**src/hdl/fcsc_pkg.sv**
```systemverilog
package fcsc_pkg;
  // -----------------------------------------
  // Register map
  // -----------------------------------------
  localparam logic [7:0] ADDR_SCALER   = 8'h00;
  localparam logic [7:0] ADDR_OPTIONS  = 8'h04;
  localparam logic [7:0] ADDR_CONFIG   = 8'h08;
  localparam logic [7:0] ADDR_STATUS   = 8'h0c;
  localparam logic [2:0] KEY_WIN_PAGE  = 3'h1;
  localparam int         KEY_BYTES     = 8;
  localparam logic [7:0] SCALER_RST    = 8'h00;
  localparam int         CFG_KEY_ACCESS_BIT    = 5;
  localparam int         STS_ACCERR    = 4;
  localparam int         STS_PGMEN     = 1;
  localparam int         STS_SECURE    = 0;
  localparam logic [1:0] SEC_UNSECURED = 2'b10;
  localparam logic [1:0] RESP_OKAY     = 2'b00;
  localparam logic [1:0] RESP_SLVERR   = 2'b10;
  // -----------------------------------------
  // Timing
  // -----------------------------------------
  localparam int         CLK_PERIOD_NS = 10;
  localparam int         FCLK_MIN_KHZ  = 150;
  localparam int         FCLK_MAX_KHZ  = 200;
  localparam int         PRESCALE_DIV  = 8;
  localparam logic [2:0] PRESCALE_LAST = 3'(PRESCALE_DIV - 1);
  // Shortest legal timing-clock period, in bus cycles
  localparam int FCLK_MIN_CYC = 1000000 / (FCLK_MAX_KHZ * CLK_PERIOD_NS);
  // -----------------------------------------
  // Types
  // -----------------------------------------
  typedef struct packed {
    logic       written;
    logic       pre8;
    logic [5:0] ratio;
  } fcsc_scaler_t;
  typedef struct packed {
    logic       key_en;
    logic       redir_dis;
    logic [3:0] rsv;
    logic [1:0] sec;
  } fcsc_opts_t;
  typedef enum logic [1:0] {KEY_OFF, KEY_COLLECT, KEY_FAILED} fcsc_key_st_t;

  function automatic logic fcsc_is_secure(input logic [1:0] sec);
    return sec != SEC_UNSECURED;
  endfunction

  function automatic logic [9:0] fcsc_period(input fcsc_scaler_t s);
    return (s.pre8 ? 10'(PRESCALE_DIV) : 10'h001) * (10'(s.ratio) + 10'h001);
  endfunction
endpackage

```
**src/hdl/fcsc_top.sv**
```systemverilog
`timescale 1ns/100ps
// Function
// Scaler top bit read-only; low seven bits writable only once after reset.
// Written flag clears on reset, sets on first scaler write, any data.
// Program and erase disabled until the written flag is one.
// Scaler input is bus clock, or bus clock over eight when prescale set.
// Timing clock is scaler input divided by ratio plus one.
// Software keeps the timing clock between 150 kHz and 200 kHz.
// Each timing pulse is one timing-clock period; operations use whole pulses.
// Options loaded from stored byte during reset; changes only on new reset (here, unlock and blank pass also set the security code to 1:0).
// Options and protection copied at reset; eight-byte key held in flash.
// Key-enable zero means backdoor key can never lift security.
// Key bytes accepted only from secure firmware, never from debug commands.
// Eight matching key bytes in order lift security until next reset.
// Redirection-disable one disables vector redirection; zero enables it.
// Only security code 1:0 is unsecured; all other codes secure.
// While secure, block memory access from unsecured sources and debug.
// Security code becomes 1:0 after key unlock or whole-flash blank pass.
// Key-access zero: window writes start commands; one: comparison key writes.
// Firmware sets key access, writes eight bytes ascending, then clears it.
// Command before scaler written flags access error and is ignored.
// Timing clock is a one-cycle enable from a reloadable down-counter.
module fcsc_top
  import fcsc_pkg::*;
(
  input  wire logic        aclk,
  input  wire logic        aresetn,
  input  wire logic [7:0]  s_axi_awaddr,
  input  wire logic [2:0]  s_axi_awprot,
  input  wire logic        s_axi_awvalid,
  output logic             s_axi_awready,
  input  wire logic [31:0] s_axi_wdata,
  input  wire logic [3:0]  s_axi_wstrb,
  input  wire logic        s_axi_wvalid,
  output logic             s_axi_wready,
  output logic [1:0]       s_axi_bresp,
  output logic             s_axi_bvalid,
  input  wire logic        s_axi_bready,
  input  wire logic [7:0]  s_axi_araddr,
  input  wire logic [2:0]  s_axi_arprot,
  input  wire logic        s_axi_arvalid,
  output logic             s_axi_arready,
  output logic [31:0]      s_axi_rdata,
  output logic [1:0]       s_axi_rresp,
  output logic             s_axi_rvalid,
  input  wire logic        s_axi_rready,
  input  wire logic [7:0]  stored_options_byte,
  input  wire logic [7:0]  stored_protection_byte,
  input  wire logic [63:0] stored_backdoor_key,
  input  wire logic        blank_check_pass,
  output logic [7:0]       working_protection_reg,
  output logic             flash_clk_en,
  output logic             erase_program_enable,
  output logic             secure,
  output logic             block_unsecured_access,
  output logic             redirection_enable,
  output logic             cmd_start,
  output logic [2:0]       cmd_offset,
  output logic [7:0]       cmd_data
);
  // ---------------------------------------------
  // State
  // ---------------------------------------------
  fcsc_scaler_t scaler_q, scaler_d;
  fcsc_opts_t   opts_q, opts_d;
  fcsc_key_st_t key_st_q, key_st_d;
  logic [7:0]   prot_q, prot_d;
  logic         key_access_bit_q, key_access_bit_d;
  logic         accerr_q, accerr_d;
  logic [3:0]   key_idx_q, key_idx_d;
  logic [2:0]   pre_cnt_q, pre_cnt_d;
  logic [5:0]   div_cnt_q, div_cnt_d;
  logic         fclk_q, fclk_d;
  logic         cmd_q, cmd_d;
  logic [2:0]   cmd_off_q, cmd_off_d;
  logic [7:0]   cmd_dat_q, cmd_dat_d;
  logic         aw_have_q, aw_have_d;
  logic         w_have_q, w_have_d;
  logic [7:0]   waddr_q, waddr_d;
  logic         wdbg_q, wdbg_d;
  logic [7:0]   wbyte_q, wbyte_d;
  logic         wlane_q, wlane_d;
  logic         bvalid_q, bvalid_d;
  logic [1:0]   bresp_q, bresp_d;
  logic         rvalid_q, rvalid_d;
  logic [31:0]  rdata_q, rdata_d;
  logic [1:0]   rresp_q, rresp_d;
  logic         wr_go, pre_en, key_hit, key_wr, cmd_wr, key_close, unlock;
  logic [7:0]   key_byte, rd_byte;

  assign s_axi_awready          = !aw_have_q && !bvalid_q;
  assign s_axi_wready           = !w_have_q && !bvalid_q;
  assign s_axi_arready          = !rvalid_q;
  assign s_axi_bvalid           = bvalid_q;
  assign s_axi_bresp            = bresp_q;
  assign s_axi_rvalid           = rvalid_q;
  assign s_axi_rdata            = rdata_q;
  assign s_axi_rresp            = rresp_q;
  assign working_protection_reg = prot_q;
  assign flash_clk_en           = fclk_q;
  assign erase_program_enable   = scaler_q.written;
  assign secure                 = fcsc_is_secure(opts_q.sec);
  assign block_unsecured_access = secure;
  assign redirection_enable     = !opts_q.redir_dis;
  assign cmd_start              = cmd_q;
  assign cmd_offset             = cmd_off_q;
  assign cmd_data               = cmd_dat_q;

  // ---------------------------------------------
  // Write decode
  // ---------------------------------------------
  assign wr_go     = aw_have_q && w_have_q && !bvalid_q;
  assign key_hit   = waddr_q[7:5] == KEY_WIN_PAGE;
  assign key_byte  = stored_backdoor_key[8*key_idx_q[2:0] +: 8];
  assign key_wr    = wr_go && wlane_q && key_hit && key_access_bit_q && !wdbg_q;
  assign cmd_wr    = wr_go && wlane_q && key_hit && !key_access_bit_q;
  assign key_close = wr_go && wlane_q && waddr_q == ADDR_CONFIG && key_access_bit_q
                     && !wbyte_q[CFG_KEY_ACCESS_BIT];
  assign unlock    = key_close && opts_q.key_en && key_st_q == KEY_COLLECT
                     && key_idx_q == 4'(KEY_BYTES);
  assign pre_en    = !scaler_q.pre8 || pre_cnt_q == PRESCALE_LAST;

  always_comb begin
    case (s_axi_araddr)
      ADDR_SCALER:  rd_byte = scaler_q;
      ADDR_OPTIONS: rd_byte = opts_q;
      ADDR_CONFIG:  rd_byte = {2'h0, key_access_bit_q, 5'h00};
      ADDR_STATUS:  rd_byte = {3'h0, accerr_q, 2'h0, scaler_q.written, secure};
      default:      rd_byte = 8'h00;
    endcase
  end

  // ---------------------------------------------
  // Next state
  // ---------------------------------------------
  always_comb begin
    scaler_d  = scaler_q;
    opts_d    = opts_q;
    prot_d    = prot_q;
    key_access_bit_d  = key_access_bit_q;
    accerr_d  = accerr_q;
    key_st_d  = key_st_q;
    key_idx_d = key_idx_q;
    cmd_d     = 1'b0;
    cmd_off_d = cmd_off_q;
    cmd_dat_d = cmd_dat_q;
    aw_have_d = aw_have_q;
    w_have_d  = w_have_q;
    waddr_d   = waddr_q;
    wdbg_d    = wdbg_q;
    wbyte_d   = wbyte_q;
    wlane_d   = wlane_q;
    bvalid_d  = bvalid_q;
    bresp_d   = bresp_q;
    rvalid_d  = rvalid_q;
    rdata_d   = rdata_q;
    rresp_d   = rresp_q;
    pre_cnt_d = scaler_q.pre8 ? pre_cnt_q + 3'h1 : 3'h0;
    div_cnt_d = div_cnt_q;
    fclk_d    = 1'b0;
    // Timing clock enable
    if (!scaler_q.written) begin
      div_cnt_d = scaler_q.ratio;
    end else if (pre_en) begin
      if (div_cnt_q == 6'h00) begin
        div_cnt_d = scaler_q.ratio;
        fclk_d    = 1'b1;
      end else begin
        div_cnt_d = div_cnt_q - 6'h01;
      end
    end
    // Bus channels
    if (s_axi_awvalid && s_axi_awready) begin
      aw_have_d = 1'b1;
      waddr_d   = s_axi_awaddr;
      wdbg_d    = s_axi_awprot[1];
    end
    if (s_axi_wvalid && s_axi_wready) begin
      w_have_d = 1'b1;
      wbyte_d  = s_axi_wdata[7:0];
      wlane_d  = s_axi_wstrb[0];
    end
    if (s_axi_bvalid && s_axi_bready) begin
      bvalid_d = 1'b0;
    end
    if (s_axi_rvalid && s_axi_rready) begin
      rvalid_d = 1'b0;
    end
    if (s_axi_arvalid && s_axi_arready) begin
      rvalid_d = 1'b1;
      rdata_d  = {24'h000000, rd_byte};
      rresp_d  = (s_axi_araddr <= ADDR_STATUS && s_axi_araddr[1:0] == 2'h0)
                 ? RESP_OKAY : RESP_SLVERR;
    end
    // Register writes
    if (wr_go) begin
      aw_have_d = 1'b0;
      w_have_d  = 1'b0;
      bvalid_d  = 1'b1;
      bresp_d   = (key_hit || (waddr_q <= ADDR_STATUS && waddr_q[1:0] == 2'h0))
                  ? RESP_OKAY : RESP_SLVERR;
      if (wlane_q && waddr_q == ADDR_SCALER && !scaler_q.written) begin
        scaler_d = {1'b1, wbyte_q[6:0]};
      end
      if (wlane_q && waddr_q == ADDR_STATUS && wbyte_q[STS_ACCERR]) begin
        accerr_d = 1'b0;
      end
      if (wlane_q && waddr_q == ADDR_CONFIG) begin
        key_access_bit_d = wbyte_q[CFG_KEY_ACCESS_BIT];
        if (wbyte_q[CFG_KEY_ACCESS_BIT] && !key_access_bit_q) begin
          key_st_d  = KEY_COLLECT;
          key_idx_d = 4'h0;
        end
      end
    end
    // Key comparison
    if (key_wr) begin
      case (key_st_q)
        KEY_COLLECT: begin
          if (waddr_q[4:2] == key_idx_q[2:0] && key_idx_q < 4'(KEY_BYTES)
              && wbyte_q == key_byte) begin
            key_idx_d = key_idx_q + 4'h1;
          end else begin
            key_st_d = KEY_FAILED;
          end
        end
        default: key_st_d = key_st_q;
      endcase
    end
    if (key_close) begin
      key_st_d = KEY_OFF;
    end
    // Command path
    if (cmd_wr) begin
      if (scaler_q.written) begin
        cmd_d     = 1'b1;
        cmd_off_d = waddr_q[4:2];
        cmd_dat_d = wbyte_q;
      end else begin
        accerr_d = 1'b1;
      end
    end
    if (unlock || blank_check_pass) begin
      opts_d.sec = SEC_UNSECURED;
    end
  end

  // ---------------------------------------------
  // Registers
  // ---------------------------------------------
  always_ff @(posedge aclk) begin
    if (!aresetn) begin
      scaler_q  <= SCALER_RST;
      opts_q    <= stored_options_byte;
      prot_q    <= stored_protection_byte;
      key_access_bit_q  <= 1'b0;
      accerr_q  <= 1'b0;
      key_st_q  <= KEY_OFF;
      key_idx_q <= 4'h0;
      pre_cnt_q <= 3'h0;
      div_cnt_q <= 6'h00;
      fclk_q    <= 1'b0;
      cmd_q     <= 1'b0;
      cmd_off_q <= 3'h0;
      cmd_dat_q <= 8'h00;
      aw_have_q <= 1'b0;
      w_have_q  <= 1'b0;
      waddr_q   <= 8'h00;
      wdbg_q    <= 1'b0;
      wbyte_q   <= 8'h00;
      wlane_q   <= 1'b0;
      bvalid_q  <= 1'b0;
      bresp_q   <= RESP_OKAY;
      rvalid_q  <= 1'b0;
      rdata_q   <= 32'h00000000;
      rresp_q   <= RESP_OKAY;
    end else begin
      scaler_q  <= scaler_d;
      opts_q    <= opts_d;
      prot_q    <= prot_d;
      key_access_bit_q  <= key_access_bit_d;
      accerr_q  <= accerr_d;
      key_st_q  <= key_st_d;
      key_idx_q <= key_idx_d;
      pre_cnt_q <= pre_cnt_d;
      div_cnt_q <= div_cnt_d;
      fclk_q    <= fclk_d;
      cmd_q     <= cmd_d;
      cmd_off_q <= cmd_off_d;
      cmd_dat_q <= cmd_dat_d;
      aw_have_q <= aw_have_d;
      w_have_q  <= w_have_d;
      waddr_q   <= waddr_d;
      wdbg_q    <= wdbg_d;
      wbyte_q   <= wbyte_d;
      wlane_q   <= wlane_d;
      bvalid_q  <= bvalid_d;
      bresp_q   <= bresp_d;
      rvalid_q  <= rvalid_d;
      rdata_q   <= rdata_d;
      rresp_q   <= rresp_d;
    end
  end

  // ---------------------------------------------
  // Checks
  // ---------------------------------------------
  logic [9:0] gap_q;
  logic       seen_q;
  always_ff @(posedge aclk) begin
    if (!aresetn) begin
      gap_q  <= 10'h000;
      seen_q <= 1'b0;
    end else begin
      gap_q  <= fclk_q ? 10'h001 : gap_q + 10'h001;
      seen_q <= seen_q || fclk_q;
    end
  end
endmodule

```
**config.mk**
```make
export PLATFORM = sky130hd
export DESIGN_NAME = fcsc_top
export DESIGN_NICKNAME = d
export VERILOG_FILES = /design/src/hdl/fcsc_pkg.sv /design/src/hdl/fcsc_top.sv
export SDC_FILE = /design/constraint.sdc
export NUM_CORES = 1
export LEC_CHECK = 0
export BUFFER_PORTS_ARGS = -buffer_cell sky130_fd_sc_hd__buf_2
export CAP_MARGIN = 20
export CORE_MARGIN = 2
export CORE_UTILIZATION = 46
export DETAILED_ROUTE_END_ITERATION = 8
export PLACE_DENSITY = 0.8
export SLEW_MARGIN = 20
export SYNTH_ARGS = -nofsm -noshare
export SYNTH_HDL_FRONTEND = slang
export SYNTH_SLANG_ARGS = --single-unit
```
**constraint.sdc**
```tcl
create_clock -name aclk -period 3 [get_ports aclk]
set_input_delay 0.3 -clock aclk [delete_from_list [all_inputs] [get_ports aclk]]
set_output_delay 0.3 -clock aclk [all_outputs]
set_load 0.01 [all_outputs]
```
==> metrics.txt <==
# TYPE chip_impl_metric gauge
chip_impl_info{name="run_status",value="completed"} 1
chip_impl_metric{name="data_required_time_at_the_worst_endpoint",unit="ns"} 3.26
chip_impl_metric{name="worst_ir_drop_vdd",unit="mV"} 0.1968
chip_impl_metric{name="cts_repair_resize_count",unit=""} 0
chip_impl_metric{name="p_leak",unit="nW"} 2.390
chip_impl_metric{name="critical_path_peak_fanout",unit=""} 12
chip_impl_metric{name="htree_levels",unit=""} 3
chip_impl_metric{name="remaining_drc_errors",unit=""} 0
chip_impl_metric{name="flop_and_latch_count_out_of_synthesis",unit=""} 86
chip_impl_metric{name="pin_count",unit=""} 212
chip_impl_metric{name="syn-mean-instance-area",unit="um^2"} 9.399
chip_impl_metric{name="numCtsBuffers",unit=""} 9
chip_impl_metric{name="dp_slack",unit="ns"} 0.6375
chip_impl_metric{name="rows",unit=""} 35
chip_impl_metric{name="antenna-diode-count",unit=""} 0
chip_impl_info{name="grt_setup_unrepaired",value="false"} 1
chip_impl_metric{name="cts.reportedPaths.clkPinSlew",unit="ns"} 0.09
chip_impl_metric{name="grt_overflow_total",unit=""} 0
chip_impl_metric{name="setup_viol",unit=""} 0
chip_impl_metric{name="finalWorstPathRequiredPeriod",unit="ns"} 2.369
chip_impl_info{name="ys_dominant_reg_cell",value="dfxtp_1"} 1
chip_impl_metric{name="met3_wirelength",unit="um"} 809
chip_impl_metric{name="first_drt_iteration_drcs",unit=""} 253
chip_impl_metric{name="numPortBuffers",unit=""} 153
chip_impl_metric{name="timing_max_transition_violations_final",unit=""} 0
chip_impl_metric{name="wire_per_inst",unit="um"} 14.97
chip_impl_metric{name="core",unit="um^2"} 9196
chip_impl_metric{name="area_growth_syn_to_layout",unit="%"} 21.57
chip_impl_metric{name="synth_area",unit="um^2"} 4333
chip_impl_metric{name="length_of_the_first_detailed_routing_pass_in_iterations",unit=""} 5
chip_impl_info{name="highest-signal-layer",value="met4"} 1
chip_impl_metric{name="synthCells",unit=""} 461
chip_impl_metric{name="fin_nets",unit=""} 760
chip_impl_metric{name="num_vias",unit=""} 3835
chip_impl_metric{name="worst_slew_margin_relative_to_its_limit",unit=""} 0.4428
chip_impl_metric{name="die-width",unit="um"} 101.1
chip_impl_info{name="worstSetupEndpointType",value="flip-flop"} 1
chip_impl_metric{name="dr_wl_met2",unit="um"} 5374
chip_impl_metric{name="timing.clock.skew",unit="ns"} 0.01847
chip_impl_metric{name="setup-tns-final",unit="ns"} 0
chip_impl_info{name="mostFrequentLayoutCell",value="buf_2"} 1
chip_impl_metric{name="final-hold-violation-count",unit=""} 0
chip_impl_metric{name="ys_async_sr_fraction",unit=""} 0
chip_impl_metric{name="r2r_slack",unit="ns"} 0.63
chip_impl_metric{name="cap_viol_max_count",unit=""} 0
chip_impl_metric{name="final_layout_size_suffix_gt1_frac",unit=""} 0.3051
chip_impl_metric{name="synth_seq_area_share",unit=""} 0.4343
chip_impl_info{name="clock-root-buffer",value="clkbuf_8"} 1
chip_impl_info{name="start_kind",value="flip-flop"} 1
chip_impl_metric{name="worst_ep_arrival",unit="ns"} 2.63
chip_impl_metric{name="post-dp-hpwl",unit="um"} 8255
chip_impl_metric{name="clock_latency",unit="ns"} 0.37
chip_impl_metric{name="gpl.final_weighted_congestion",unit=""} 0.8425
chip_impl_metric{name="antenna_found_initial",unit=""} 0
chip_impl_metric{name="pwr_per_cell_area",unit="nW/um^2"} 436.2
chip_impl_metric{name="worst_slew_pin_slew",unit="ns"} 0.8346
chip_impl_info{name="timing.hold.worst.class",value="primary input to flip-flop"} 1
chip_impl_metric{name="max_freq",unit="GHz"} 0.4221
chip_impl_metric{name="antenna_left",unit=""} 0
chip_impl_metric{name="fillerInstances",unit=""} 817
chip_impl_metric{name="finalCritPeriodShare",unit=""} 0.7898
chip_impl_metric{name="synth_top_area_share",unit=""} 0.3234
chip_impl_info{name="yosys-top-cells-area",value="dfxtp_1 32%, mux2i_1 12%, edfxtp_1 11%"} 1
chip_impl_info{name="synth_largest_area_cell",value="dfxtp_1"} 1
chip_impl_metric{name="grt_max_degree",unit=""} 47
chip_impl_metric{name="avgViaCountPerCell",unit=""} 5.297
chip_impl_info{name="cts_tree",value="built"} 1
chip_impl_metric{name="routed_wl",unit="um"} 10840
chip_impl_metric{name="initial_utilization",unit=""} 0.4712
chip_impl_metric{name="grt_usage",unit=""} 0.2132
chip_impl_metric{name="post_cts.repair.setup_buffers",unit=""} 0
chip_impl_metric{name="drt-met1-wl",unit="um"} 4341
chip_impl_metric{name="holdBufCountCts",unit=""} 0
chip_impl_info{name="timing.setup.critical_path_class",value="flip-flop to flip-flop"} 1
chip_impl_metric{name="grt_pass1_wl",unit="um"} 16930
chip_impl_metric{name="die_h",unit="um"} 101.1
chip_impl_metric{name="ys_types",unit=""} 51
chip_impl_metric{name="clock_sink_count",unit=""} 86
chip_impl_metric{name="layout_setup_ws",unit="ns"} 0.6307
chip_impl_info{name="layout_common_cells",value="153 x buf_2, 70 x dfxtp_1, 58 x nand2_1, 55 x nor2_1, 52 x mux2i_1"} 1
chip_impl_metric{name="synth-edff-count",unit=""} 16
chip_impl_metric{name="max-clock-path-buffers",unit=""} 2
chip_impl_metric{name="yosys_warnings",unit=""} 0
chip_impl_metric{name="via_count_of_the_first_global_routing_pass",unit=""} 3559
chip_impl_metric{name="die_area",unit="um^2"} 10210
## cells in the mapped netlist, drive strengths merged (2+ instances only)
library cell	count
nor3	5
o31ai	2
xnor2	3
edfxtp	16
and2	7
nand3	9
nor2b	8
a22o	2
nand2	58
or2	3
nand2b	3
nor4	6
nand4	3
xor2	7
mux2i	52
dfxtp	70
ha	6
inv	8
buf	36
a31oi	2
nor2	55
a211oi	3
a22oi	8
o21ai	11
and3	4
clkbuf	13
a21oi	34
or3	2
o211ai	2
mux4	9
nand3b	3
## path summary, 6_finish.rpt
path	from	endpoint	depth (start not counted)
max	key_idx_q[2]$_SDFF_PN0_	key_idx_q[2]$_SDFF_PN0_	7
min	stored_protection_byte[2]	working_protection_reg[2]$_DFFE_PN_	1
max reg2reg	key_idx_q[2]$_SDFF_PN0_	key_idx_q[2]$_SDFF_PN0_	7
min reg2reg	pre_cnt_q[0]$_SDFF_PN0_	pre_cnt_q[0]$_SDFF_PN0_	1
## per-layer routing
metal / vias to the layer above / global-route usage
li1: 1856 / -
met1: 1746 / 0.2593
met2: 203 / 0.3622
met3: 30 / 0.05062
met4: 0 / 0.08628
met5: - / 0
## kinds of logic (layout without fill, tap and decap cells)
logic type / Yosys count / count (layout) / synth area share
compound gates: 70 / 70 / 0.09674
xor+xnor: 10 / 10 / 0.02022
fa+ha+maj: 6 / 6 / 0.01733
buf+inv: 58 / 185 / 0.07854
flops: 86 / 86 / 0.4343
mux: 61 / 61 / 0.1704
other cells: 1 / 26 / 0.0008655
simple gates: 169 / 169 / 0.1816
## per-stage QoR
stage                       util  instance area (um^2)  power, W  instances  hold slack (ns)
final                     0.5728                  5268  0.002298        724           0.1050
after global routing      0.5728                  5268  0.002390        724          0.08292
after CTS                 0.5728                  5268  0.002313        724          0.08771
after detailed placement  0.5527                  5082  0.001545        708           0.4148
after global placement    0.5527                  5082  0.001536        708           0.4047
after floorplan                -                  4427  0.001440        486           0.3959
## power by group
group	leakage (nW)	total, W	switching, W	internal [W]
registers	0.725	0.00125	0.0000362	0.00122
logic	1.57	0.000265	0.000145	0.000120
clock network	0.0945	0.000778	0.000459	0.000320
## worst max-delay path, stage by stage, from the launching register on
cell and delay, ns:
dfxtp_1 0.67, buf_4 0.23, mux4_1 0.28, mux2i_1 0.24, xnor2_1 0.15, nor4_4 0.33
nand2b_2 0.14, a22o_1 0.22
## final cells by class
type	instances	area (um^2)	share of cell area
Multi-Input combinational cell	342	2210	0.4195
Sequential cell	86	1882	0.3572
Timing Repair Buffer	160	818.3	0.1553
Tap cell	111	138.9	0.02637
Clock buffer	9	123.9	0.02352
Clock inverter	7	61.31	0.01164
Inverter	9	33.78	0.006413
Power figures use the tool's default switching activity.
